<file path="config.mk">
export PLATFORM = sky130hd
export DESIGN_NAME = sadb_port
export DESIGN_NICKNAME = d
export VERILOG_FILES = /design/src/inc/sadb_pkg.sv /design/src/sadb_sync.sv /design/src/sadb_port.sv
export SDC_FILE = /design/constraint.sdc
export NUM_CORES = 1
export LEC_CHECK = 0
export BUFFER_PORTS_ARGS = -buffer_cell sky130_fd_sc_hd__buf_2
export CAP_MARGIN = 30
export CORE_MARGIN = 10
export CORE_UTILIZATION = 55
export DETAILED_ROUTE_END_ITERATION = 7
export GPL_TIMING_DRIVEN = 0
export PLACE_DENSITY = 0.8
export SLEW_MARGIN = 20
export SYNTH_ARGS = -nofsm -noshare
export SYNTH_HDL_FRONTEND = slang
export SYNTH_HIERARCHICAL = 1
export SYNTH_SLANG_ARGS = --single-unit
export TNS_END_PERCENT = 50
</file>
<file path="constraint.sdc">
create_clock -name i_clk_sys -period 4.1 [get_ports i_clk_sys]
set_input_delay 1.23 -clock i_clk_sys [delete_from_list [all_inputs] [get_ports i_clk_sys]]
set_output_delay 1.23 -clock i_clk_sys [all_outputs]
set_load 0.005 [all_outputs]
</file>
<file path="src/inc/sadb_pkg.sv">
package sadb_pkg;

	// register indices as printed; byte address is four times the index
	localparam logic [9:0]  REG_PARITY_IDX   = 10'h007;
	localparam logic [9:0]  REG_EDGE_IDX     = 10'h01E;
	localparam logic [9:0]  REG_STATUS_IDX   = 10'h020;
	localparam logic [9:0]  REG_SLOT_IDX     = 10'h021;

	// parity control register fields
	localparam int unsigned PAR_POL_BIT      = 2;
	localparam int unsigned PAR_SCOPE_BIT    = 3;

	// edge control register fields
	localparam int unsigned ADD_DLY_BIT      = 3;
	localparam int unsigned DROP_EDGE_BIT    = 4;
	localparam int unsigned ADD_EDGE_BIT     = 5;

	// status register fields
	localparam int unsigned ST_PAR_ERR_BIT   = 0;
	localparam int unsigned ST_FAIL_BIT      = 1;
	localparam int unsigned ST_CFG_BIT       = 2;
	localparam int unsigned ST_AIS_LSB       = 8;

	// slot control register fields
	localparam int unsigned SLOT_EN_LSB      = 0;
	localparam int unsigned SLOT_BASE_LSB    = 8;

	// reset values
	localparam logic [6:0]  TRIB_EN_RST      = 7'h00;
	localparam logic [6:0]  SLOT_BASE_RST    = 7'h00;

	// bus geometry
	localparam int unsigned NUM_TRIB         = 7;
	localparam logic [6:0]  SLOTS_NARROW     = 7'd28;
	localparam logic [6:0]  SLOTS_WIDE       = 7'd84;
	localparam logic [7:0]  AIS_BYTE         = 8'hFF;

endpackage

</file>
<file path="src/sadb_sync.sv">
`timescale 1ns/1ps

// two-stage synchroniser; only the second stage leaves the module
module sadb_sync
	import sadb_pkg::*;
#(
	parameter int W = 1
)
(
	// clock and control
	input  wire logic         i_clk_sys,
	input  wire logic         i_sys_rst,
	input  wire logic         i_clk_en,
	// async in, synced out
	input  wire logic [W-1:0] i_async,
	output logic      [W-1:0] o_sync
);

	typedef struct packed
	{
		logic [W-1:0] s1;
		logic [W-1:0] s2;
	} sadb_sync_t;

	sadb_sync_t q;
	sadb_sync_t d;

	always_comb
	begin
		d = q;
		if (i_clk_en)
		begin
			d.s1 = i_async;
			d.s2 = q.s1;
		end
	end

	always_ff @(posedge i_clk_sys)
	begin
		if (i_sys_rst)
			q <= '0;
		else
			q <= d;
	end

	assign o_sync = q.s2;

endmodule

</file>
<file path="src/sadb_port.sv">
`timescale 1ns/1ps

module sadb_port
	import sadb_pkg::*;
#(
	parameter int APB_AW = 12
)
(
	// system clock, reset, enable
	input  wire logic              i_clk_sys,
	input  wire logic              i_sys_rst,
	input  wire logic              i_clk_en,
	// apb slave
	input  wire logic              i_psel,
	input  wire logic              i_penable,
	input  wire logic              i_pwrite,
	input  wire logic [APB_AW-1:0] i_paddr,
	input  wire logic [31:0]       i_pwdata,
	output logic      [31:0]       o_prdata,
	output logic                   o_pready,
	output logic                   o_pslverr,
	// bus configuration
	input  wire logic              i_bus_config_pin,
	// drop bus pins
	input  wire logic              i_drop_bus_clock,
	input  wire logic [7:0]        i_drop_byte,
	input  wire logic              i_drop_parity,
	input  wire logic              i_drop_payload_envelope,
	input  wire logic              i_drop_frame_marker,
	input  wire logic              i_drop_signal_fail,
	// add bus pins
	input  wire logic              i_add_bus_clock,
	input  wire logic              i_add_payload_envelope,
	input  wire logic              i_add_frame_marker,
	input  wire logic              i_add_output_enable,
	output logic      [7:0]        o_add_byte,
	output logic                   o_add_byte_oe,
	output logic                   o_add_parity,
	output logic                   o_add_parity_oe,
	output logic                   o_add_present_indicator_n,
	// mapper side, drop direction
	output logic                   o_drop_valid,
	output logic      [7:0]        o_drop_data,
	output logic      [6:0]        o_drop_slot,
	output logic                   o_drop_invalid,
	output logic      [6:0]        o_trib_ais,
	// mapper side, add direction
	input  wire logic [7:0]        i_add_data,
	output logic      [6:0]        o_add_slot
);

	typedef struct packed
	{
		logic        apb_rdy;
		logic [31:0] rdata;
		logic        slverr;
		logic        par_pol;
		logic        par_scope;
		logic        add_dly;
		logic        drop_edge;
		logic        add_edge;
		logic [6:0]  trib_en;
		logic [6:0]  slot_base;
		logic        par_err;
		logic        fail_seen;
		logic        drop_bus_clock_prev;
		logic        aclk_prev;
		logic [6:0]  dslot;
		logic        dvalid;
		logic [7:0]  ddata;
		logic        dinvalid;
		logic [6:0]  ais;
		logic [6:0]  aslot;
		logic        add_payload_envelope;
		logic        amk;
		logic        aown;
		logic [7:0]  st_byte;
		logic        st_par;
		logic        st_drv;
		logic [7:0]  obyte;
		logic        opar;
		logic        odrv;
	} sadb_state_t;

	sadb_state_t q;
	sadb_state_t n;

	logic [17:0] pin_s;
	logic        drop_bus_clock_s;
	logic [7:0]  dbyte_s;
	logic        drop_parity_s;
	logic        drop_payload_envelope_s;
	logic        dmk_s;
	logic        drop_signal_fail_s;
	logic        aclk_s;
	logic        add_payload_envelope_s;
	logic        amk_s;
	logic        aen_s;
	logic        cfg_s;

	// every pin shares one synchroniser so data stays aligned with its clock
	sadb_sync #(.W(18)) u_sync
	(
		.i_clk_sys (i_clk_sys),
		.i_sys_rst (i_sys_rst),
		.i_clk_en  (i_clk_en),
		.i_async   ({i_bus_config_pin, i_add_output_enable,
		              i_add_frame_marker, i_add_payload_envelope,
		              i_add_bus_clock, i_drop_signal_fail,
		              i_drop_frame_marker, i_drop_payload_envelope,
		              i_drop_parity, i_drop_byte, i_drop_bus_clock}),
		.o_sync    (pin_s)
	);

	assign drop_bus_clock_s  = pin_s[0];
	assign dbyte_s = pin_s[8:1];
	assign drop_parity_s  = pin_s[9];
	assign drop_payload_envelope_s  = pin_s[10];
	assign dmk_s   = pin_s[11];
	assign drop_signal_fail_s = pin_s[12];
	assign aclk_s  = pin_s[13];
	assign add_payload_envelope_s  = pin_s[14];
	assign amk_s   = pin_s[15];
	assign aen_s   = pin_s[16];
	assign cfg_s   = pin_s[17];

	logic       d_samp;
	logic       a_samp;
	logic       a_launch;
	logic [6:0] nslots;
	logic       d_xor;
	logic       d_perr;
	logic       a_par_calc;
	logic       apb_acc;
	logic       apb_wr;
	logic       hit;
	logic [9:0] ridx;

	assign nslots = cfg_s ? SLOTS_NARROW : SLOTS_WIDE;
	assign d_samp = q.drop_edge ? (!drop_bus_clock_s && q.drop_bus_clock_prev)
	                            : (drop_bus_clock_s && !q.drop_bus_clock_prev);
	assign a_samp   = q.add_edge ? (!aclk_s && q.aclk_prev)
	                             : (aclk_s && !q.aclk_prev);
	assign a_launch = q.add_edge ? (aclk_s && !q.aclk_prev)
	                             : (!aclk_s && q.aclk_prev);

	assign d_xor  = (^dbyte_s) ^ drop_parity_s
	                ^ (q.par_scope & (drop_payload_envelope_s ^ dmk_s));
	assign d_perr = q.par_pol ? d_xor : !d_xor;

	assign a_par_calc = !q.par_pol ^ (^i_add_data)
	                    ^ (q.par_scope & (q.add_payload_envelope ^ q.amk));

	assign apb_acc = i_psel && i_penable;
	assign ridx    = i_paddr[11:2];
	assign hit     = (i_paddr[1:0] == 2'h0)
	                 && (ridx == REG_PARITY_IDX || ridx == REG_EDGE_IDX
	                 || ridx == REG_STATUS_IDX || ridx == REG_SLOT_IDX);
	// writes land only on the edge where the master sees pready high
	assign apb_wr  = apb_acc && q.apb_rdy && i_pwrite;

	always_comb
	begin
		logic [31:0] rd;
		logic [6:0]  cur;
		logic [6:0]  off;
		logic        in_rng;
		logic        own;
		logic [7:0]  lb;
		logic        lp;
		logic        ld;
		rd     = 32'h0;
		cur    = 7'h00;
		off    = 7'h00;
		in_rng = 1'b0;
		own    = 1'b0;
		lb     = 8'h00;
		lp     = 1'b0;
		ld     = 1'b0;
		n      = q;

		unique case (ridx)
			REG_PARITY_IDX:
			begin
				rd[PAR_POL_BIT]   = q.par_pol;
				rd[PAR_SCOPE_BIT] = q.par_scope;
			end
			REG_EDGE_IDX:
			begin
				rd[ADD_DLY_BIT]   = q.add_dly;
				rd[DROP_EDGE_BIT] = q.drop_edge;
				rd[ADD_EDGE_BIT]  = q.add_edge;
			end
			REG_STATUS_IDX:
			begin
				rd[ST_PAR_ERR_BIT]            = q.par_err;
				rd[ST_FAIL_BIT]               = q.fail_seen;
				rd[ST_CFG_BIT]                = cfg_s;
				rd[ST_AIS_LSB +: NUM_TRIB]    = q.ais;
			end
			REG_SLOT_IDX:
			begin
				rd[SLOT_EN_LSB +: NUM_TRIB]   = q.trib_en;
				rd[SLOT_BASE_LSB +: 7]        = q.slot_base;
			end
			default:
				rd = 32'h0;
		endcase

		if (i_clk_en)
		begin
			// one wait state: pready is a flop, so it trails penable by one
			n.apb_rdy = apb_acc && !q.apb_rdy;
			if (apb_acc && !q.apb_rdy)
			begin
				n.rdata  = hit ? rd : 32'h0;
				n.slverr = !hit;
			end
			if (apb_wr && hit)
			begin
				if (ridx == REG_PARITY_IDX)
				begin
					n.par_pol   = i_pwdata[PAR_POL_BIT];
					n.par_scope = i_pwdata[PAR_SCOPE_BIT];
				end
				if (ridx == REG_EDGE_IDX)
				begin
					n.add_dly   = i_pwdata[ADD_DLY_BIT];
					n.drop_edge = i_pwdata[DROP_EDGE_BIT];
					n.add_edge  = i_pwdata[ADD_EDGE_BIT];
				end
				if (ridx == REG_STATUS_IDX)
				begin
					n.par_err   = q.par_err & !i_pwdata[ST_PAR_ERR_BIT];
					n.fail_seen = q.fail_seen & !i_pwdata[ST_FAIL_BIT];
				end
				if (ridx == REG_SLOT_IDX)
				begin
					n.trib_en   = i_pwdata[SLOT_EN_LSB +: NUM_TRIB];
					n.slot_base = i_pwdata[SLOT_BASE_LSB +: 7];
				end
			end

			n.drop_bus_clock_prev = drop_bus_clock_s;
			n.aclk_prev = aclk_s;
			n.dvalid    = 1'b0;

			// drop side: locate payload start, check parity, handle fail
			if (d_samp)
			begin
				if (d_perr && !drop_signal_fail_s)
					n.par_err = 1'b1;
				if (drop_payload_envelope_s)
				begin
					if (dmk_s || q.dslot == nslots - 7'd1)
						cur = 7'h00;
					else
						cur = q.dslot + 7'd1;
					n.dslot    = cur;
					n.dvalid   = 1'b1;
					n.dinvalid = drop_signal_fail_s;
					n.ddata    = drop_signal_fail_s ? AIS_BYTE : dbyte_s;
					off        = cur - q.slot_base;
					if (cur >= q.slot_base && off < 7'(NUM_TRIB))
						n.ais[off[2:0]] = drop_signal_fail_s;
					if (drop_signal_fail_s)
						n.fail_seen = 1'b1;
				end
			end

			// add side: capture timing, work out slot ownership
			if (a_samp)
			begin
				n.add_payload_envelope = add_payload_envelope_s;
				n.amk  = amk_s;
				n.aown = 1'b0;
				if (add_payload_envelope_s)
				begin
					if (amk_s || q.aslot == nslots - 7'd1)
						cur = 7'h00;
					else
						cur = q.aslot + 7'd1;
					n.aslot = cur;
					off     = cur - q.slot_base;
					in_rng  = cur >= q.slot_base
					          && off < 7'(NUM_TRIB);
					n.aown  = in_rng && q.trib_en[off[2:0]];
				end
			end

			// launch: the stage holds the undelayed byte for one period
			if (a_launch)
			begin
				own = q.aown && q.add_payload_envelope;
				lb  = q.add_dly ? q.st_byte : i_add_data;
				lp  = q.add_dly ? q.st_par : a_par_calc;
				ld  = q.add_dly ? q.st_drv : own;
				n.st_byte = i_add_data;
				n.st_par  = a_par_calc;
				n.st_drv  = own;
				n.obyte   = lb;
				n.opar    = lp;
				n.odrv    = ld && aen_s;
			end
			else if (!aen_s)
				n.odrv = 1'b0;
		end
	end

	always_ff @(posedge i_clk_sys)
	begin
		if (i_sys_rst)
		begin
			q           <= '0;
			q.trib_en   <= TRIB_EN_RST;
			q.slot_base <= SLOT_BASE_RST;
		end
		else
			q <= n;
	end

	assign o_prdata                  = q.rdata;
	assign o_pready                  = q.apb_rdy;
	assign o_pslverr                 = q.slverr;
	assign o_add_byte                = q.obyte;
	assign o_add_parity              = q.opar;
	assign o_add_byte_oe             = q.odrv;
	assign o_add_parity_oe           = q.odrv;
	assign o_add_present_indicator_n = !q.odrv;
	assign o_drop_valid              = q.dvalid;
	assign o_drop_data               = q.ddata;
	assign o_drop_slot               = q.dslot;
	assign o_drop_invalid            = q.dinvalid;
	assign o_trib_ais                = q.ais;
	assign o_add_slot                = q.aslot;

	property p_drop_rise;
		@(posedge i_clk_sys) disable iff (i_sys_rst)
		(d_samp && !q.drop_edge) |-> (drop_bus_clock_s && !q.drop_bus_clock_prev);
	endproperty
	a_drop_rise: assert property (p_drop_rise)
		else $error("drop sample not on rising drop clock");

	property p_par_err_set;
		@(posedge i_clk_sys) disable iff (i_sys_rst)
		(i_clk_en && d_samp && !drop_signal_fail_s
		 && (q.par_pol ? d_xor : !d_xor)) |=> q.par_err;
	endproperty
	a_par_err_set: assert property (p_par_err_set)
		else $error("drop parity mismatch not flagged");

	property p_par_scope;
		@(posedge i_clk_sys) disable iff (i_sys_rst)
		(i_clk_en && d_samp && !drop_signal_fail_s && !q.par_pol && !q.par_scope
		 && ((^dbyte_s) ^ drop_parity_s) && !q.par_err) |=> !q.par_err;
	endproperty
	a_par_scope: assert property (p_par_scope)
		else $error("odd data-only parity wrongly flagged");

	property p_par_err_sticky;
		@(posedge i_clk_sys) disable iff (i_sys_rst)
		(q.par_err && !apb_wr) |=> q.par_err;
	endproperty
	a_par_err_sticky: assert property (p_par_err_sticky)
		else $error("parity status lost without a clear");

	property p_fail_ais;
		@(posedge i_clk_sys) disable iff (i_sys_rst)
		(i_clk_en && d_samp && drop_payload_envelope_s && drop_signal_fail_s)
		|=> (q.dvalid && q.dinvalid && q.ddata == AIS_BYTE);
	endproperty
	a_fail_ais: assert property (p_fail_ais)
		else $error("failed slot not replaced by AIS");

	property p_add_sample;
		@(posedge i_clk_sys) disable iff (i_sys_rst)
		a_samp |-> (q.add_edge ? q.aclk_prev : !q.aclk_prev)
		           && (aclk_s != q.aclk_prev);
	endproperty
	a_add_sample: assert property (p_add_sample)
		else $error("add sampling on wrong edge");

	property p_add_swap;
		@(posedge i_clk_sys) disable iff (i_sys_rst)
		(a_launch && q.add_edge) |-> (aclk_s && !q.aclk_prev);
	endproperty
	a_add_swap: assert property (p_add_swap)
		else $error("swapped launch not on rising add clock");

	property p_delay;
		@(posedge i_clk_sys) disable iff (i_sys_rst)
		(i_clk_en && a_launch && q.add_dly)
		|=> (o_add_byte == $past(q.st_byte)
		     && o_add_parity == $past(q.st_par));
	endproperty
	a_delay: assert property (p_delay)
		else $error("delayed add byte not one period late");

	property p_par_gen;
		@(posedge i_clk_sys) disable iff (i_sys_rst)
		(i_clk_en && a_launch && !q.add_dly)
		|=> (o_add_parity == $past(a_par_calc));
	endproperty
	a_par_gen: assert property (p_par_gen)
		else $error("add parity not generated on launch");

	property p_oe_gate;
		@(posedge i_clk_sys) disable iff (i_sys_rst)
		(i_clk_en && !aen_s) |=> !o_add_byte_oe && o_add_present_indicator_n;
	endproperty
	a_oe_gate: assert property (p_oe_gate)
		else $error("add bus driven while enable low");

	c_par_err: cover property (@(posedge i_clk_sys) $rose(q.par_err));
	c_ais: cover property (@(posedge i_clk_sys) $rose(q.dinvalid));
	c_drive: cover property (@(posedge i_clk_sys) $rose(o_add_byte_oe));
	c_dly_drive: cover property (@(posedge i_clk_sys)
		q.add_dly && $rose(o_add_byte_oe));

endmodule

</file>
**After elaboration in Yosys (flattened, before gate mapping)**

Index checks and enable logic that the tools add are counted.

- Add/sub/neg operators: 5
- Order comparisons: 7
- Eq/ne operators: 7
- Multiplexer cells: 41
- Bitwise gates (word level): 10
- Reductions and logical operators: 47

Operator list:

| cell | count |
|---|---|
| $mux W7 | 10 |
| $mux W17 | 2 |
| $eq A10 B6 Y1 const B | 2 |
| $logic_and A1 B1 Y1 | 17 |
| $mux W8 | 2 |
| $reduce_xor A8 Y1 | 2 |
| $mux W1 | 15 |
| $mux W15 | 1 |
| $reduce_and A3 Y1 | 5 |
| $add A7 B1 Y7 const B | 2 |
| $eq A7 B7 Y1 | 2 |
| $ge A7 B7 Y1 | 2 |
| $lt A7 B3 Y1 const B | 2 |
| $pmux W7 S2 | 1 |
| $sub A7 B7 Y7 | 2 |
| $logic_not A1 Y1 | 12 |
| $eq A10 B3 Y1 const B | 1 |
| $eq A10 B5 Y1 const B | 1 |
| $lt A3 B4 Y1 const B | 2 |
| $pmux W2 S2 | 2 |
| $reduce_and A2 Y1 | 4 |
| $bwmux W7 | 1 |
| $sub A7 B1 Y7 const B | 1 |
| $mux W2 | 3 |
| 10 further kinds | 23 |

- Flip-flop bits (word level): 147
- Input port bits: 76
- Output and inout port bits: 77
- Word-level logic and storage cells: 148

**Longest topological paths before layout**

- Word-level depth: 17
- Mapped depth: 15
- Gate-level depth less buffers: 13

**By module**

Netlist, hierarchy kept.

By module, submodules not included:

| module | times used | cells each | area each (um^2) | sequential area each (um^2) |
|---|---|---|---|---|
| sadb_port | 1 | 673 | 5509.0 | 1861.8 |
| sadb_sync | 1 | 134 | 1441.4 | 720.7 |

**Worst setup path after synthesis**

No wires, ideal clock.

- Path kind: reg2reg
- Start: register q (netlist bit o_drop_slot[0])
- End: register (tool-made name)
- Library setup time: 0.072 ns
- Arrival: 3.301 ns
- Data required time: 4.028 ns
- Slack: 0.727 ns
- Cell stages (with the launch flop): 15
- Buffers on the path: 2
- Period minus slack after synthesis: 3.373 ns
- Cells stage by stage: dfxtp_1 ha_1 nor2b_1 a41o_1 clkbuf_1 or2_2 ha_1 fa_1 or2b_1 a21oi_1 mux2i_1 o211ai_1 buf_6 nor4_4 mux2i_1

RTL lines:

| item | line | text |
|---|---|---|
| from (decl) | sadb_port.sv:85 | `sadb_state_t q;` |
| from (signal assigned) | sadb_port.sv:319 | `q <= n;` |

==> qor.txt <==
Nature of the critical path endpoint - flop
Share of layout cells above drive strength 1 - 28.2%
Core Area - 12500 sq um
Fin area - 8400 sq um
First-pass GRT wire length - 29000 um
Synth Area per Inst - 8.61 sq um
Distinct cells, synth - 66
Syn. warnings - 6
Max VDD drop - 272 uV
Sinks on the clock net - 129
Largest net degree at the start of global routing - 17
H-tree depth reported by CTS - 4
Final Slew Violations - 0
Crit Path Class - reg2reg
Post-DRT Antenna Nets - 0
Initial drt markers - 452
Logic pwr share - 6.9%
Worst Setup Start Kind - flop
Die area - 17500 sq um
Fmax - 0.267 GHz
Vias per Instance - 5.25
Gpl congestion - 0.907
Flops & latches, synth - 129
Req. time, crit path - 4450 ps
DRC Markers - 0
Hold Path Origin - q[19]
Post-DP Area - 7810 sq um
RSZ-0062 raised after global routing - no
Final setup fails - 0
Initial antenna violation count - 1
Synth area leaders - dfxtp_1 (37%), buf_4 (9.6%), mux2i_1 (8.5%), nor2_1 (6.5%), a21oi_1 (4.4%)
Worst-margin pin slew - 708 ps
DP Worst Slack - 366 ps
Reg2Reg Setup Slack - 360 ps
Pint - 2.30 mW
Number of global-route vias before repair - 5826
Drt first pass iters - 6
Final HPWL DP - 13500 um
Diodes inserted - 0
Switching part of the total power - 23.2%
PostCTS Resize Cnt - 0
CTS Buf Count - 17
Clk_lat worst skew - 430 ps
Slew HR - 52.8%
Mapped Area - 6950 sq um
Final WS setup - 357 ps
Setup TNS - 0 ps
Hold WS - 455 ps
Sw power - 0.694 mW
Fin crit period - 3740 ps
Total GRT Usage - 20.1%
P per Cell Area - 356 nW/um^2
Synth area leader - dfxtp_1
Final hold viol count - 0
Num rows - 41
Hold EP - q[19]
Critical path arrival - 4100 ps
Num ports - 153
# port buffers - 116
Starting Density - 55.5%
Sequential power share - 43.0%
Worst-path clk slew - 60 ps
Root buffer cell - clkbuf_16
Clock network power share - 50.1%
Leak pwr - 3.79 nW
Top-area cell type share of the netlist area - 37.2%
Fin Clk Skew - 6.32 ps
Status - completed
WL final - 18000 um
Most frequent cells in the layout - dfxtp_1 (129), buf_2 (123), nor2_1 (120), buf_4 (89)
Die Span Y - 132 um
Most used DFF post-synth - dfxtp_1
Number of synthesized flops with an enable pin - 0
Hold Path Stages - 2
Async SR Flop Fraction - 0%
Post-CTS Hold Fix Bufs - 0
Die Span X - 132 um
Max-capacitance violation count - 0
R2R cell count - 14
Clock Path Buffers - 2
Post-synthesis sequential area ratio - 37.2%
Syn Inst Count - 807
R2r startpoint - o_drop_slot[0]
Post-CTS Setup Bufs - 0
Worst hold path class - reg2reg
Crit path max fanout - 10
Via count - 6010
Area Overhead vs Synth - 20.8%
Filler cells - 1054
CTS tree - built
Nets - 1055
Final Cycle Share - 91.3%
WL per Instance - 15.7 um
Commonest non-fill, non-tap cell in the layout - dfxtp_1
GR Overflow Total - 0
kinds of logic after synthesis:
group | share of synthesized area [%]
DFF | 37.2
and+or+nand+nor | 18.6
buffers and inverters | 14.3
xor gates and xnor gates | 4.54
other | 0.0540
AOI/OAI and AO/OA | 12.5
adders and majority gates | 3.82
muxes | 8.98
cell usage after synthesis (3+ instances only):
master and instances:
nor3_1 27, and2_1 3, nand2b_1 8, nand2_1 61
nand3b_1 4, buf_4 89, buf_6 4, nand3_1 13
or2_2 3, buf_12 3, a21oi_1 61, xnor2_1 22
o41ai_1 4, nor2b_1 4, xor2_1 14, mux2i_1 59
buf_2 7, a22oi_1 6, a222oi_1 9, dfxtp_1 129
a211oi_1 9, inv_1 22, nor2_1 120, clkbuf_1 20
o311ai_1 4, o211ai_1 3, a21o_1 5, ha_1 18
buf_1 4, o21ai_0 22
flip-flops by register name, summed over array words and instances, names as in the netlist, 7 cells and up, named ones only:
signal,count
q,36
u_sync/o_sync,18
u_sync/q,18
o_prdata,14
o_add_byte,8
o_drop_data,8
o_add_slot,7
o_drop_slot,7
power groups by stage:
stage               sequential (mW)  clock [mW]  combinational (mW)
floorplan                      1.31           0               0.136
global placement               1.31           0               0.201
detailed placement             1.31           0               0.203
CTS                            1.29        1.51               0.205
global route                   1.29        1.57               0.226
finish                         1.29        1.50               0.206
final cells by class:
cell class	instances	area (sq um)	share of cell area, %
inverters	23	86.3	1.03
clock buffers	20	457	5.44
flip-flops and latches	129	2580	30.7
repair buffers	116	581	6.91
plain buffers	129	908	10.8
multi-input cells	543	3440	40.9
well taps	172	215	2.56
clock inverters	12	133	1.58
routing by layer:
metal | vias up | GRT usage, % | part of all wire (%)
met4 | 2 | 6.48 | 1.7
li1 | 2972 | - | -
met3 | 27 | 7.72 | 8.6
met1 | 2771 | 24.9 | 45
met2 | 238 | 31.5 | 45
met5 | - | 0 | 0.061
stage by stage:
stage / utilization (%) / cells / power [mW]
final: 67.1 / 1144 / 2.99
after global routing: 67.1 / 1144 / 3.08
after CTS: 67.1 / 1144 / 3.00
after detailed placement: 62.4 / 1112 / 1.52
after global placement: 62.4 / 1112 / 1.51
after floorplan: - / 824 / 1.44
worst max path at each step:
stage,from,cells past startpoint,to
floorplan,o_drop_slot[0],14,flop
global placement,o_drop_slot[0],14,flop
detailed placement,o_drop_slot[0],13,flop
CTS,o_drop_slot[0],13,flop
global route,o_drop_slot[0],14,flop
finish,o_drop_slot[0],14,flop
worst max-delay path, cell delays in order (launching register included):
cell and delay [ps]:
dfxtp_1 350, ha_1 260, nor2b_1 160, a41o_1 230, clkbuf_1 200, or2_2 330
ha_1 220, fa_1 440, or2b_1 250, a21oi_1 150, mux2i_1 220, o211ai_1 170
buf_6 190, nor4_4 270, mux2i_1 200
No activity file was read; power rests on OpenSTA's default activity.
